**config.mk**
```make
export PLATFORM = sky130hd
export DESIGN_NAME = sync_serial_channel
export DESIGN_NICKNAME = d
export VERILOG_FILES = /design/src/design/baud_gen.v /design/src/design/pin_sync.v /design/src/design/sync_serial_channel.v
export VERILOG_INCLUDE_DIRS = /design/src /design/src/design
export SDC_FILE = /design/constraint.sdc
export NUM_CORES = 1
export LEC_CHECK = 0
export ABC_AREA = 1
export BUFFER_PORTS_ARGS = -buffer_cell sky130_fd_sc_hd__buf_2
export CAP_MARGIN = 25
export CORE_ASPECT_RATIO = 1.75
export CORE_MARGIN = 2
export CORE_UTILIZATION = 51
export CTS_BUF_LIST = sky130_fd_sc_hd__clkbuf_4 sky130_fd_sc_hd__clkbuf_8
export CTS_CLUSTER_SIZE = 40
export DETAILED_ROUTE_END_ITERATION = 10
export PLACE_DENSITY = 0.7
export SLEW_MARGIN = 15
export SYNTH_ARGS = -nofsm -noshare
export SYNTH_HDL_FRONTEND = slang
export SYNTH_SLANG_ARGS = --single-unit
```
**constraint.sdc**
```tcl
create_clock -name ref_clk_in -period 3.8 [get_ports ref_clk_in]
set_clock_uncertainty 0.2 [all_clocks]
set_input_delay 0.38 -clock ref_clk_in [delete_from_list [all_inputs] [get_ports ref_clk_in]]
set_output_delay 0.38 -clock ref_clk_in [all_outputs]
set_load 0.03 [all_outputs]
```
**src/design/sync_serial_consts.vh**
```
// constants for the synchronous serial channel: register map, fields, reset values
`ifndef SYNC_SERIAL_CONSTS_VH
`define SYNC_SERIAL_CONSTS_VH

// ----------------------------------------
// register byte offsets
// ----------------------------------------
`define ADDR_CTRL       8'h00
`define ADDR_TX_BUF     8'h04
`define ADDR_RX_BUF     8'h08
`define ADDR_BAUD       8'h0C
`define ADDR_STATUS     8'h10
`define ADDR_LATCH      8'h14

// ----------------------------------------
// control register fields
// ----------------------------------------
`define CTRL_WIDTH_HI   3
`define CTRL_WIDTH_LO   0
`define CTRL_MSB_FIRST  4
`define CTRL_PHASE      5
`define CTRL_POLARITY   6
`define CTRL_MASTER     14
`define CTRL_ENABLE     15

// ----------------------------------------
// status and latch fields
// ----------------------------------------
`define STAT_BUSY       0
`define STAT_TX_FLAG    1
`define STAT_RX_FLAG    2
`define LATCH_CLK       0
`define LATCH_MOSI      1
`define LATCH_MISO      2

// ----------------------------------------
// reset values
// ----------------------------------------
`define WIDTH_RESET     4'h0
`define BAUD_RESET      16'h0000
`define LATCH_RESET     3'h0
`define WORD_RESET      16'h0000

`endif

```
**src/design/baud_gen.v**
```verilog
// baud generator: down counter at half the system clock, reloaded from the baud value
`timescale 1ns/1ps
`include "sync_serial_consts.vh"
module baud_gen (
	input  wire        clk_in,     // system clock
	input  wire        rst_in,     // synchronous reset
	input  wire        run_in,     // channel enabled
	input  wire [15:0] reload_in,  // baud reload value
	output wire        tick_out,   // one-cycle pulse on underflow
	output wire [15:0] count_out   // current count
);

	reg        half_q;
	reg [15:0] cnt_q;

	// tick when the count is spent on a half-rate step
	assign tick_out  = run_in & half_q & (cnt_q == 16'h0000);
	assign count_out = cnt_q;

	// ----------------------------------------
	// counter, held at the reload value while stopped
	// ----------------------------------------
	always @(posedge clk_in) begin
		if (rst_in) begin
			half_q <= 1'b0;
			cnt_q  <= `BAUD_RESET;
		end else if (!run_in) begin
			half_q <= 1'b0;
			cnt_q  <= reload_in;
		end else begin
			half_q <= ~half_q;
			if (half_q) begin
				if (cnt_q == 16'h0000) begin
					cnt_q <= reload_in;
				end else begin
					cnt_q <= cnt_q - 16'h0001;
				end
			end
		end
	end

endmodule

```
**src/design/pin_sync.v**
```verilog
// three-stage synchroniser for pins, a change counts once stages two and three agree
`timescale 1ns/1ps
module pin_sync #(
	parameter WIDTH = 3
) (
	input  wire             clk_in,    // system clock
	input  wire             rst_in,    // synchronous reset
	input  wire [WIDTH-1:0] pin_in,    // raw pin levels
	output wire [WIDTH-1:0] level_out  // filtered levels
);

	// ----------------------------------------
	// one chain per pin
	// ----------------------------------------
	genvar i;
	generate
		for (i = 0; i < WIDTH; i = i + 1) begin : g_pin
			reg s1_q;
			reg s2_q;
			reg s3_q;
			reg lvl_q;
			// first stage is read only by the second
			always @(posedge clk_in) begin
				if (rst_in) begin
					s1_q  <= 1'b1;
					s2_q  <= 1'b1;
					s3_q  <= 1'b1;
					lvl_q <= 1'b1;
				end else begin
					s1_q <= pin_in[i];
					s2_q <= s1_q;
					s3_q <= s2_q;
					if (s2_q == s3_q) begin
						lvl_q <= s3_q;
					end
				end
			end
			assign level_out[i] = lvl_q;
		end
	endgenerate

endmodule

```
**src/design/sync_serial_channel.v**
```verilog
// synchronous serial channel: apb registers, master/slave transfer engine, pin drive
`timescale 1ns/1ps
`include "sync_serial_consts.vh"
module sync_serial_channel (
	input  wire        ref_clk_in,                      // system clock, 200 MHz
	input  wire        rst_in,                          // synchronous reset, active high
	input  wire [7:0]  paddr_in,                        // apb address
	input  wire        psel_in,                         // apb select
	input  wire        penable_in,                      // apb enable
	input  wire        pwrite_in,                       // apb direction
	input  wire [31:0] pwdata_in,                       // apb write data
	output reg  [31:0] prdata_out,                      // apb read data
	output reg         pready_out,                      // apb ready
	output reg         pslverr_out,                     // apb error on unmapped address
	input  wire        shift_clk_pin_in,                // clock line level
	output reg         shift_clk_pin_out,               // clock line drive
	output reg         shift_clk_pin_oe_out,            // clock line enable
	input  wire        master_out_slave_in_pin_in,      // transmit line level
	output reg         master_out_slave_in_pin_out,     // transmit line drive
	output reg         master_out_slave_in_pin_oe_out,  // transmit line enable
	input  wire        master_in_slave_out_pin_in,      // receive line level
	output reg         master_in_slave_out_pin_out,     // receive line drive
	output reg         master_in_slave_out_pin_oe_out   // receive line enable
);

	// ----------------------------------------
	// state
	// ----------------------------------------
	reg        channel_enable_bit_q;
	reg        master_select_bit_q;
	reg        msb_first_q;
	reg        phase_q;
	reg        polarity_q;
	reg [3:0]  data_width_field_q;
	reg [15:0] baud_reload_value_q;
	reg [15:0] transmit_buffer_q;
	reg        tx_full_q;
	reg [15:0] receive_buffer_q;
	reg        busy_q;
	reg        tx_irq_flag_q;
	reg        receive_irq_flag_q;
	reg [2:0]  latch_q;
	reg [15:0] shift_q;
	reg        shift_full_q;
	reg [15:0] rx_q;
	reg [5:0]  edge_cnt_q;
	reg        active_q;
	reg        start_pend_q;
	reg        clk_alt_q;
	reg        data_alt_q;
	reg        clk_prev_q;
	reg [31:0] rdata_d;
	reg        hit_d;

	wire [2:0]  pins_s;
	wire        tick;
	wire [15:0] baud_count;

	// ----------------------------------------
	// pin synchronisers and baud generator
	// ----------------------------------------
	pin_sync #(
		.WIDTH (3)
	) u_sync (
		.clk_in    (ref_clk_in),
		.rst_in    (rst_in),
		.pin_in    ({master_in_slave_out_pin_in, master_out_slave_in_pin_in, shift_clk_pin_in}),
		.level_out (pins_s)
	);

	baud_gen u_baud (
		.clk_in    (ref_clk_in),
		.rst_in    (rst_in),
		.run_in    (channel_enable_bit_q),
		.reload_in (baud_reload_value_q),
		.tick_out  (tick),
		.count_out (baud_count)
	);

	// ----------------------------------------
	// transfer decode
	// ----------------------------------------
	wire        clk_s       = pins_s[0];
	wire [4:0]  bits        = {1'b0, data_width_field_q} + 5'h01;
	wire [5:0]  last_edge   = {bits, 1'b0} - 6'h01;
	// slave follows pin edges, master its own ticks
	wire        slave_edge  = channel_enable_bit_q & ~master_select_bit_q & (clk_s != clk_prev_q);
	wire        master_edge = channel_enable_bit_q & master_select_bit_q & active_q & tick;
	wire        any_edge    = slave_edge | master_edge;
	wire        sample      = (edge_cnt_q[0] == phase_q);
	wire        shift_ok    = ~sample & (edge_cnt_q != 6'h00) & (edge_cnt_q != last_edge);
	wire        in_bit      = master_select_bit_q ? pins_s[2] : pins_s[1];
	wire [15:0] rx_next     = msb_first_q ? {rx_q[14:0], in_bit} : {in_bit, rx_q[15:1]};
	wire [15:0] rx_upd      = sample ? rx_next : rx_q;
	wire [16:0] mask_w      = (17'h0_0001 << bits) - 17'h0_0001;
	wire [4:0]  align_sh    = 5'h10 - bits;
	// right-align the word so bit 0 is the lsb
	wire [15:0] rx_aligned  = msb_first_q ? (rx_upd & mask_w[15:0]) : (rx_upd >> align_sh);
	wire [15:0] shifted     = msb_first_q ? {shift_q[14:0], 1'b1} : {1'b1, shift_q[15:1]};
	wire        fb_shift    = msb_first_q ? shift_q[data_width_field_q] : shift_q[0];
	wire        fb_shifted  = msb_first_q ? shifted[data_width_field_q] : shifted[0];
	wire        fb_tx       = msb_first_q ? transmit_buffer_q[data_width_field_q] : transmit_buffer_q[0];
	wire        fb_wdata    = msb_first_q ? pwdata_in[data_width_field_q] : pwdata_in[0];

	// ----------------------------------------
	// apb strobes, one wait state per access
	// ----------------------------------------
	wire wr_en = psel_in & penable_in & pready_out & pwrite_in;
	wire rd_ph = psel_in & penable_in & ~pready_out;

	// read mux and address decode
	always @* begin
		rdata_d = 32'h0000_0000;
		hit_d   = 1'b1;
		case (paddr_in)
			`ADDR_CTRL: begin
				rdata_d[`CTRL_ENABLE]    = channel_enable_bit_q;
				rdata_d[`CTRL_MASTER]    = master_select_bit_q;
				rdata_d[`CTRL_POLARITY]  = polarity_q;
				rdata_d[`CTRL_PHASE]     = phase_q;
				rdata_d[`CTRL_MSB_FIRST] = msb_first_q;
				rdata_d[`CTRL_WIDTH_HI:`CTRL_WIDTH_LO] = channel_enable_bit_q ?
					edge_cnt_q[4:1] : data_width_field_q;
			end
			`ADDR_TX_BUF: rdata_d[15:0] = transmit_buffer_q;
			`ADDR_RX_BUF: rdata_d[15:0] = receive_buffer_q;
			`ADDR_BAUD:   rdata_d[15:0] = channel_enable_bit_q ? baud_count : baud_reload_value_q;
			`ADDR_STATUS: begin
				rdata_d[`STAT_BUSY]    = busy_q;
				rdata_d[`STAT_TX_FLAG] = tx_irq_flag_q;
				rdata_d[`STAT_RX_FLAG] = receive_irq_flag_q;
			end
			`ADDR_LATCH:  rdata_d[2:0] = latch_q;
			default:      hit_d = 1'b0;
		endcase
	end

	// bus answer registers
	always @(posedge ref_clk_in) begin
		if (rst_in) begin
			pready_out  <= 1'b0;
			pslverr_out <= 1'b0;
			prdata_out  <= 32'h0000_0000;
		end else begin
			pready_out  <= rd_ph;
			pslverr_out <= rd_ph & ~hit_d;
			if (rd_ph) begin
				prdata_out <= hit_d ? rdata_d : 32'h0000_0000;
			end
		end
	end

	// ----------------------------------------
	// registers and transfer engine
	// ----------------------------------------
	always @(posedge ref_clk_in) begin
		if (rst_in) begin
			channel_enable_bit_q <= 1'b0;
			master_select_bit_q  <= 1'b0;
			msb_first_q          <= 1'b0;
			phase_q              <= 1'b0;
			polarity_q           <= 1'b0;
			data_width_field_q   <= `WIDTH_RESET;
			baud_reload_value_q  <= `BAUD_RESET;
			transmit_buffer_q    <= `WORD_RESET;
			tx_full_q            <= 1'b0;
			receive_buffer_q     <= `WORD_RESET;
			busy_q               <= 1'b0;
			tx_irq_flag_q        <= 1'b0;
			receive_irq_flag_q   <= 1'b0;
			latch_q              <= `LATCH_RESET;
			shift_q              <= `WORD_RESET;
			shift_full_q         <= 1'b0;
			rx_q                 <= `WORD_RESET;
			edge_cnt_q           <= 6'h00;
			active_q             <= 1'b0;
			start_pend_q         <= 1'b0;
			clk_alt_q            <= 1'b1;
			data_alt_q           <= 1'b1;
			clk_prev_q           <= 1'b1;
		end else begin
			clk_prev_q <= clk_s;
			// software writes; status flags clear on write of one
			if (wr_en) begin
				case (paddr_in)
					`ADDR_CTRL: begin
						channel_enable_bit_q <= pwdata_in[`CTRL_ENABLE];
						master_select_bit_q  <= pwdata_in[`CTRL_MASTER];
						if (!channel_enable_bit_q) begin
							polarity_q         <= pwdata_in[`CTRL_POLARITY];
							phase_q            <= pwdata_in[`CTRL_PHASE];
							msb_first_q        <= pwdata_in[`CTRL_MSB_FIRST];
							data_width_field_q <= pwdata_in[`CTRL_WIDTH_HI:`CTRL_WIDTH_LO];
						end
					end
					`ADDR_TX_BUF: begin
						transmit_buffer_q <= pwdata_in[15:0];
						// only an enabled channel copies into the shift register
						if (channel_enable_bit_q) begin
							if (!shift_full_q) begin
								shift_q      <= pwdata_in[15:0];
								shift_full_q <= 1'b1;
								if (master_select_bit_q) begin
									start_pend_q <= 1'b1;
								end else begin
									data_alt_q    <= fb_wdata;
									tx_irq_flag_q <= 1'b1;
								end
							end else begin
								tx_full_q <= 1'b1;
							end
						end
					end
					`ADDR_BAUD: begin
						if (!channel_enable_bit_q) begin
							baud_reload_value_q <= pwdata_in[15:0];
						end
					end
					`ADDR_STATUS: begin
						if (pwdata_in[`STAT_TX_FLAG]) begin
							tx_irq_flag_q <= 1'b0;
						end
						if (pwdata_in[`STAT_RX_FLAG]) begin
							receive_irq_flag_q <= 1'b0;
						end
					end
					`ADDR_LATCH: latch_q <= pwdata_in[2:0];
					default: ;
				endcase
			end
			// a pending word moves in once the shift register frees
			if (channel_enable_bit_q && tx_full_q && !shift_full_q) begin
				shift_q      <= transmit_buffer_q;
				shift_full_q <= 1'b1;
				tx_full_q    <= 1'b0;
				if (master_select_bit_q) begin
					start_pend_q <= 1'b1;
				end else begin
					data_alt_q    <= fb_tx;
					tx_irq_flag_q <= 1'b1;
				end
			end
			// idle master clock sits at the programmed polarity
			if (channel_enable_bit_q && master_select_bit_q && !active_q) begin
				clk_alt_q <= polarity_q;
			end
			// master start on the tick after the copy
			if (channel_enable_bit_q && master_select_bit_q && start_pend_q && tick && !active_q) begin
				start_pend_q  <= 1'b0;
				active_q      <= 1'b1;
				busy_q        <= 1'b1;
				tx_irq_flag_q <= 1'b1;
				data_alt_q    <= fb_shift;
				edge_cnt_q    <= 6'h00;
			end
			// one clock edge of the transfer, both roles
			if (any_edge) begin
				active_q <= 1'b1;
				busy_q   <= 1'b1;
				if (master_select_bit_q) begin
					clk_alt_q <= ~clk_alt_q;
				end
				if (sample) begin
					rx_q <= rx_next;
				end
				if (shift_ok) begin
					shift_q    <= shifted;
					data_alt_q <= fb_shifted;
				end
				if (edge_cnt_q == last_edge) begin
					edge_cnt_q         <= 6'h00;
					active_q           <= 1'b0;
					receive_buffer_q   <= rx_aligned;
					receive_irq_flag_q <= 1'b1;
					if (tx_full_q) begin
						shift_q   <= transmit_buffer_q;
						tx_full_q <= 1'b0;
						if (master_select_bit_q) begin
							start_pend_q <= 1'b1;
						end else begin
							data_alt_q    <= fb_tx;
							tx_irq_flag_q <= 1'b1;
						end
					end else begin
						shift_full_q <= 1'b0;
						busy_q       <= 1'b0;
					end
				end else begin
					edge_cnt_q <= edge_cnt_q + 6'h01;
				end
			end
			// disabled channel: alternate outputs high, engine idle
			if (!channel_enable_bit_q) begin
				clk_alt_q    <= 1'b1;
				data_alt_q   <= 1'b1;
				active_q     <= 1'b0;
				busy_q       <= 1'b0;
				start_pend_q <= 1'b0;
				shift_full_q <= 1'b0;
				edge_cnt_q   <= 6'h00;
			end
		end
	end

	// ----------------------------------------
	// pin drive: alternate line ANDed with latch
	// ----------------------------------------
	always @(posedge ref_clk_in) begin
		if (rst_in) begin
			shift_clk_pin_out              <= 1'b0;
			shift_clk_pin_oe_out           <= 1'b0;
			master_out_slave_in_pin_out    <= 1'b0;
			master_out_slave_in_pin_oe_out <= 1'b0;
			master_in_slave_out_pin_out    <= 1'b0;
			master_in_slave_out_pin_oe_out <= 1'b0;
		end else begin
			shift_clk_pin_out              <= clk_alt_q & latch_q[`LATCH_CLK];
			shift_clk_pin_oe_out           <= channel_enable_bit_q & master_select_bit_q;
			master_out_slave_in_pin_out    <= (master_select_bit_q ? data_alt_q : 1'b1) & latch_q[`LATCH_MOSI];
			master_out_slave_in_pin_oe_out <= channel_enable_bit_q & master_select_bit_q;
			master_in_slave_out_pin_out    <= (master_select_bit_q ? 1'b1 : data_alt_q) & latch_q[`LATCH_MISO];
			master_in_slave_out_pin_oe_out <= channel_enable_bit_q & ~master_select_bit_q;
		end
	end

endmodule

```
## Word level (Yosys, flattened, before mapping)

Cells that the tools add are included.

- Bits in registers: 176
- Input bits: 48

- Magnitude comparators: 2
- Equal/unequal tests: 13
- Muxes and demuxes: 106
- Add/subtract/negate cells: 6
- Shifts and indexed selects: 2
- Bitwise operators: 26
- Reduce and logical (&&, ||, !) cells: 21

Operator list:

| kind | count |
|---|---|
| 2-to-1 mux 16 bit | 18 |
| 2-to-1 mux 1 bit | 75 |
| subtractor 16 x 1 -> 16 bit, second input constant | 2 |
| one-hot mux 7 bit (3 select lines) | 1 |
| 2-to-1 mux 6 bit | 3 |
| one-hot mux 3 bit (6 select lines) | 1 |
| bitwise AND 1 bit | 17 |
| bitwise AND 16 bit | 1 |
| binary-select mux 1 bit (select 4 bit) | 4 |
| == test 8 x 4 -> 1 bit, second input constant | 2 |
| == test 8 x 5 -> 1 bit, second input constant | 2 |
| zero test 16 bit | 1 |
| one-hot mux 4 bit (4 select lines) | 1 |
| << shifter 1 x 5 -> 16 bit, first input constant | 1 |
| right shift 16 x 5 -> 16 bit | 1 |
| == test 8 x 3 -> 1 bit, second input constant | 1 |
| zero test 8 bit | 1 |
| one-hot mux 2 bit (4 select lines) | 1 |
| AND reduction 2 bit | 4 |
| logical AND 1 bit | 7 |
| inverter 1 bit | 7 |
| adder 6 x 1 -> 6 bit, second input constant | 1 |
| == test 6 bit | 1 |
| < comparator 4 x 6 -> 1 bit, second input constant | 1 |
| other kinds (17) | 22 |

## Depth between registers and ports, before layout

Gate-level depths: netlist of the first run.

- Word-level depth: 15
- Mapped depth: 19
- Mapped depth without buffers: 17

## By module

From an unflattened synthesis of the first run, not the netlist that was laid out.

- Cell total of the unflattened synthesis: 1,722
- Area, all modules: 10,511.3 um^2

By module, submodules not included:

| module | instances | seq. area each (um^2) | cells each | area each (um^2) |
|---|---|---|---|---|
| sync_serial_channel | 1 | 2,622.5 | 1,458 | 8,812.2 |
| baud_gen | 1 | 340.3 | 215 | 1,278.7 |
| pin_sync | 1 | 240.2 | 49 | 420.4 |

## Worst setup path after synthesis of the first run

OpenSTA, ideal clock, no wires.

- Kind: reg-to-reg
- Start point: reg data_width_field_q[0]
- End point: reg receive_buffer_q[0]
- Path buffers: 3
- Library setup time: 0.117 ns
- Cell stages (with the launch flop): 20
- Arrival time: 2.657 ns
- Path slack: 0.826 ns
- Required time: 3.483 ns
- Cells stage by stage: dfxtp_1 -> clkinv_1 -> clkbuf_1 -> buf_1 -> ha_1 -> inv_1 -> nand2_1 -> nor2_1 -> inv_1 -> nand2_1 -> nand2_2 -> nand2_2 -> nand3_2 -> nor2_8 -> nand2_4 -> clkinv_2 -> buf_6 -> nand2_1 -> nor2_1 -> a21oi_1

- Word-level cells in the longest chain between the ends: 5

RTL lines:

| what | line | RTL |
|---|---|---|
| start, declared | sync_serial_channel.v:34 | `reg [3:0] data_width_field_q;` |
| start signal, assigned | sync_serial_channel.v:163 | `` data_width_field_q <= `WIDTH_RESET; `` |
| start signal, assigned | sync_serial_channel.v:193 | `` data_width_field_q <= pwdata_in[`CTRL_WIDTH_HI:`CTRL_WIDTH_LO]; `` |
| adder 4 x 1 -> 5 bit (*) | sync_serial_channel.v:84 | `wire [4:0] bits = {1'b0, data_width_field_q} + 5'h01;` |
| << shifter 1 x 5 -> 16 bit | sync_serial_channel.v:95 | `wire [16:0] mask_w = (17'h0_0001 << bits) - 17'h0_0001;` |
| subtractor 16 x 1 -> 16 bit | sync_serial_channel.v:95 |  |
| bitwise AND 16 bit | sync_serial_channel.v:98 | `wire [15:0] rx_aligned = msb_first_q ? (rx_upd & mask_w[15:0]) : (rx_upd >> align_sh);` |
| 2-to-1 mux 16 bit | sync_serial_channel.v:98 |  |
| end signal, assigned | sync_serial_channel.v:167 | `` receive_buffer_q <= `WORD_RESET; `` |
| end signal, assigned | sync_serial_channel.v:273 | `receive_buffer_q <= rx_aligned;` |
| end, declared | sync_serial_channel.v:38 | `reg [15:0] receive_buffer_q;` |

Every way passes the cells marked *; elsewhere a longest branch is shown, timed or not.
A chain may end at the register's enable or synchronous reset.

## Worst setup path after layout of the first run

- Start point: reg data_width_field_q[1]
- End point: reg receive_buffer_q[0]

Same word-level chain as after synthesis.

==> impl_metrics.toml, run 1 <==
[power_and_ir_drop]
p_seq_share_pct = 56.0
p_comb_share_pct = 5.3
intPower_w = 0.00218
powerDensity_nw_per_um2 = 267
vdd_drop_max_mv = 0.237
swShare_pct = 27.7
leakagePower_nw = 4.92
switchingPower_w = 0.000835
power_frac_clock_pct = 38.7

[logic_synthesis]
avgSynthCellArea_um2 = 6.27
synth_ff_type = "dfxtp_1"
yosysTopAreaCell = "dfxtp_1"
synth_area_leaders = "dfxtp_1 (31%), nand2_1 (15%), o21ai_0 (9.0%)"
syn-instance-count = 1666
synth_edf_count = 0
yosysSeqAreaShare_pct = 30.7
synth.distinct_cells = 50
yosysTopAreaCellShare_pct = 30.7
syn_area_um2 = 10400
yosys_warnings = 0
yosys_register_bits = 160
async_reset_ff_share_pct = 0

[hold_path]
holdPathStages = 3
hp-class = "primary input to flip-flop"

[timing]
fmax_ghz = 0.289
relSlewSlack_pct = 33.7
setup_viol = 0
finalHoldViolations = 0
tns_ps = 0
fin_crit_sh_pct = 91.2
setup_ws_ps = 336
fin_crit_ps = 3460
rsz0062_at_grt = "false"
whs_ps = 32.6
drv_slew = 0
worstMarginPinSlew_ps = 990

[clock_network]
clk_latency_ps = 490
cts_tree = "yes"
ctsLongestPathBuffers = 2
post_cts_buffers = 0
cts_buffers = 17
clock_sinks = 160
h-tree-depth = 4
path_clk_slew_ps = 100
cts_root_buf = "clkbuf_8"

[global_route]
grt_start_max_net_pins = 42
use_met1_pct = 33.8
grt_use_met3_pct = 4.67
use_met2_pct = 62.1
grt_pass1_wl_um = 57300
busiest_layer = "met2"
grt_usage_pct = 33.7
grt_remaining_overflow = 0
antenna_found_initial = 0
grt_pass1_vias = 10819

[worst_setup_path]
cp_slowest_cell = "dfxtp_1"
crit_arrival_ps = 3640
crit_chain = "ha_1 > nand2_1 > inv_2 > nor2_4 > ha_1 > inv_1 > a21oi_1 > nand3_1 > nor2_1 > nand3_2 > nor2_8 > nand2_4 > clkinv_2 > nand2_1 > nor2_1 > a21oi_1"
path_buf_inv = 3
crit_path_start_kind = "flip-flop"
max_stage_delay_ps = 590
cp.required_ps = 3970
path_depth = 16
crit_path_end_kind = "flip-flop"
critPathKind = "flip-flop to flip-flop"
cp_top_family = "simple AND/OR/NAND/NOR gates"
r2r_cells = 16
crit_fanout = 22

[placed_design]
pre_cts_slack_ps = 416
dp_cells = 1915
gp_congestion = 0.997
io_buffers = 55
dp_hpwl_um = 27900

[die]
io_pins = 88
rows = 69
initial_utilization_pct = 51.7
dieWidth_um = 112
fp.dieArea_um2 = 21700
core_um2 = 20200
fp.dieH_um = 193

[cells_and_area]
num-fill-cells = 2104
final-instance-count-excl-fill = 1958
drive_gt1_share_pct = 11.2
finalNetCount = 1757
multi_input_area_um2 = 6080
area_growth_pct = 8.27
final_util_pct = 55.9
regArea_um2 = 3210
antennaDiodeCount = 0

[job]
maxCapViolCount = 0

[routing]
num_vias = 11295
wl_per_cell_um = 18.9
drc = 0
drt_pass1_iterations = 7
wl_um = 36900
ant_nets = 0
avgViaCountPerCell = 5.77
first_iter_violations = 929

[run_status]
status = "completed"
final timing paths:
kind / from / endpoint / slack [ps]
worst max-delay path: data_width_field_q[1] / receive_buffer_q[0] / 340
worst min-delay path: pwdata_in[4] / baud_reload_value_q[4] / 30
worst max register to register: data_width_field_q[1] / receive_buffer_q[0] / 340
worst min register to register: u_sync.g_pin[1].s1_q / u_sync.g_pin[1].s2_q / 220
layout make-up:
class	count	area share, %
inverters	176	5.88
multi-input cells	1238	53.8
well taps	248	2.75
clock buffers	17	2.07
repair buffers	104	6.09
clock inverters	15	1.01
flip-flops and latches	160	28.4
worst reg2reg max path: cells and delay by family (launching register included):
family                     cells  cell delay [ps]
buffers and inverters          3              490
DFF                            1              590
and+or+nand+nor                9             1190
AOI/OAI and AO/OA              2              190
adders and majority gates      2              680
placed cells by master (no fill, tap or decap), types with 4 or more instances in the layout:
master / n
o22ai_1: 8
nor2_2: 5
nand3_2: 14
buf_4: 37
o221ai_1: 5
clkinv_4: 4
clkinv_1: 6
o21a_1: 7
dfxtp_1: 158
xor2_1: 14
a21oi_1: 146
conb_1: 16
ha_1: 12
inv_1: 163
nand2_1: 422
buf_2: 55
a41oi_1: 5
a211oi_1: 6
a31oi_1: 5
nand4_1: 11
clkinvlp_4: 5
nand2_2: 5
nand3_1: 108
nor2_1: 140
inv_2: 5
or2_2: 12
o21ai_1: 29
clkinv_2: 4
clkbuf_8: 17
o211ai_1: 31
a21oi_2: 10
dlygate4sd3_1: 10
nor3_1: 12
o21ai_0: 188
synthesized netlist by cell type, types with 12 or more instances:
cell,instances
o211ai_1,31
inv_1,164
o21ai_0,188
nand2_1,422
nor3_1,13
clkbuf_1,61
nor2_1,140
a21oi_1,146
or2_2,12
buf_2,16
buf_4,21
xor2_1,14
nand3_1,108
ha_1,12
nand3_2,14
o21ai_1,29
dfxtp_1,160
through the flow:
step                      total power, W  area (µm²)
after floorplan                  0.00183       10500
after global placement           0.00188       10800
after detailed placement         0.00188       10800
after CTS                        0.00303       11300
after global routing             0.00310       11300
final                            0.00302       11300
routing by layer:
| metal | vias to the layer above | share of wire, % |
|---|---|---|
| met3 | 148 | 6.2 |
| met4 | 0 | 8.0 |
| met1 | 5158 | 34 |
| met2 | 472 | 52 |
| met5 | - | 0 |
| li1 | 5517 | - |
registers in the layout, summed over array words and instances, names as in the netlist, 3 cells and up:
register	cells
latch_q	3
shift_q	16
u_baud.count_out	16
baud_reload_value_q	16
data_width_field_q	4
edge_cnt_q	6
transmit_buffer_q	16
receive_buffer_q	16
prdata_out	16
rx_q	16
u_sync.g_pin.s1_q	3
u_sync.g_pin.lvl_q	3
u_sync.g_pin.s2_q	3
u_sync.g_pin.s3_q	3
power by group through the flow:
stage | clock network [W] | registers [W] | logic [W]
finish | 0.00117 | 0.00169 | 0.000161
global route | 0.00124 | 0.00169 | 0.000172
detailed placement | 0 | 0.00173 | 0.000150
floorplan | 0 | 0.00174 | 0.0000910
CTS | 0.00118 | 0.00169 | 0.000158
global placement | 0 | 0.00173 | 0.000149
kinds of logic (layout without fill, tap and decap cells):
kind of cell / count (synthesis) / count (layout) / share of synthesized area (%)
AOI/OAI and AO/OA: 452 / 452 / 24.0
xor gates and xnor gates: 17 / 17 / 1.57
adders and majority gates: 12 / 12 / 1.44
buffers and inverters: 283 / 312 / 11.6
DFF: 160 / 160 / 30.7
other: 1 / 16 / 0.0359
and+or+nand+nor: 741 / 741 / 30.7
timing repair:
item,CTS,global route
hold buffers,10,0
endpoints found under the hold margin,12,0
resized for setup,0,0
No activity file was read; power rests on OpenSTA's default activity.
==> run 2: changes to the inputs <==
CORE_UTILIZATION = 40   (was 51)
PLACE_DENSITY = unset   (was 0.7)
==> impl_metrics.toml, run 2 (synthesis gave the netlist of run 1 again) <==
[cells_and_area]
layout.cells.most_common_list = "nand2_1 (422), o21ai_0 (188), inv_1 (163)"
finalNetCount = 1764
final_util_pct = 44.6
num-fill-cells = 2853
antennaDiodeCount = 0
final_common_cell = "nand2_1"
area_growth_pct = 10.1
drive_gt1_share_pct = 11.2

[clock_network]
cts_root_buf = "clkbuf_8"
path_clk_slew_ps = 90
cts_tree = "yes"
cts_buffers = 17
postCtsHoldBufs = 15
ctsResizeCount = 0
ctsLongestPathBuffers = 2
post_cts_buffers = 0
clk_latency_ps = 510
h-tree-depth = 4
clock_sinks = 160

[timing]
finalHoldViolations = 0
rsz0062_at_grt = "false"
tns_ps = 0
relSlewSlack_pct = 41.2
whs_ps = 35.5
drv_slew = 0
fmax_ghz = 0.313
fin_crit_ps = 3200
fin_crit_sh_pct = 84.2
setup_ws_ps = 600
worstMarginPinSlew_ps = 879
setup_viol = 0

[global_route]
grt_usage_pct = 28.2
antenna_found_initial = 0
grt_start_max_net_pins = 43
grt_remaining_overflow = 0
grt_pass1_wl_um = 59900
grt_pass1_vias = 10813

[power_and_ir_drop]
total_power_w = 0.00319
leakagePower_nw = 4.98
vdd_drop_max_mv = 0.227
powerDensity_nw_per_um2 = 278

[worst_setup_path]
crit_path_start_kind = "flip-flop"
max_stage_delay_ps = 380
crit_arrival_ps = 3410
crit_fanout = 22
cp_top_family = "simple AND/OR/NAND/NOR gates"
crit_path_end_kind = "flip-flop"
cp_slowest_cell = "nand2_4"
path_buf_inv = 2
cp_common_cell = "nand2_1"
critPathKind = "flip-flop to flip-flop"
cp.required_ps = 4010
crit_chain = "nor2_1 > nand2_1 > nor3_1 > nand2_1 > nor2_1 > nand3_1 > nand2_4 > nand2_4 > clkinv_2 > nand3_1 > nand2_1 > inv_1"

[routing]
avgViaCountPerCell = 5.50
drc = 0
num_vias = 11201
ant_nets = 0
drt_pass1_iterations = 7
wl_per_cell_um = 18.8
wl_um = 38200
first_iter_violations = 768

[hold_path]
hp-class = "primary input to flip-flop"

[die]
core_um2 = 25800
rows = 78
io_pins = 88
dieWidth_um = 126
fp.dieH_um = 218
fp.dieArea_um2 = 27500
initial_utilization_pct = 40.5

[run_status]
status = "completed"

[placed_design]
io_buffers = 55
gp_congestion = 0.940
pre_cts_slack_ps = 627
dp_hpwl_um = 29100

[job]
maxCapViolCount = 0
[run 2: metal layers]
layer / track usage [%] / share of wire, %
met1: 29.8 / 35
met5: 0 / 0
met4: 19.9 / 7.7
met2: 51.1 / 52
met3: 3.80 / 5.1
[run 2: worst paths after layout]
check | start | to | slack (ps) | depth (start not counted)
max | u_baud.count_out[12] | receive_buffer_q[8] | 600 | 12
min | pwdata_in[0] | latch_q[0] | 40 | 3
max reg2reg | u_baud.count_out[12] | receive_buffer_q[8] | 600 | 12
min reg2reg | u_sync.g_pin[0].s1_q | u_sync.g_pin[0].s2_q | 220 | 1
[run 2: worst min-delay path: stages]
cell	delay [ps]
buf_2	160
nand3_1	100
a21oi_1	60
[run 2: power by group]
part	switching, W	internal [W]
Sequential	0.00000689	0.00168
Combinational	0.000115	0.0000474
Clock	0.000710	0.000628
Total	0.000832	0.00236
[run 2: cell type report]
cell class | instances | area [µm²] | area share, %
multi-input combinational | 1238 | 6080 | 53.0
sequential | 160 | 3210 | 27.9
inverter | 176 | 664 | 5.78
timing repair buffer | 111 | 733 | 6.38
tap | 320 | 400 | 3.48
clock buffer | 20 | 269 | 2.34
clock inverter | 11 | 133 | 1.15
[run 2: metrics by stage]
stage          std cells  instance area (µm²)
3_5_place_dp        1990                10900
6_report            2036                11500
2_1_floorplan       1681                10500
3_3_place_gp        1990                10900
5_1_grt             2036                11500
4_1_cts             2036                11500
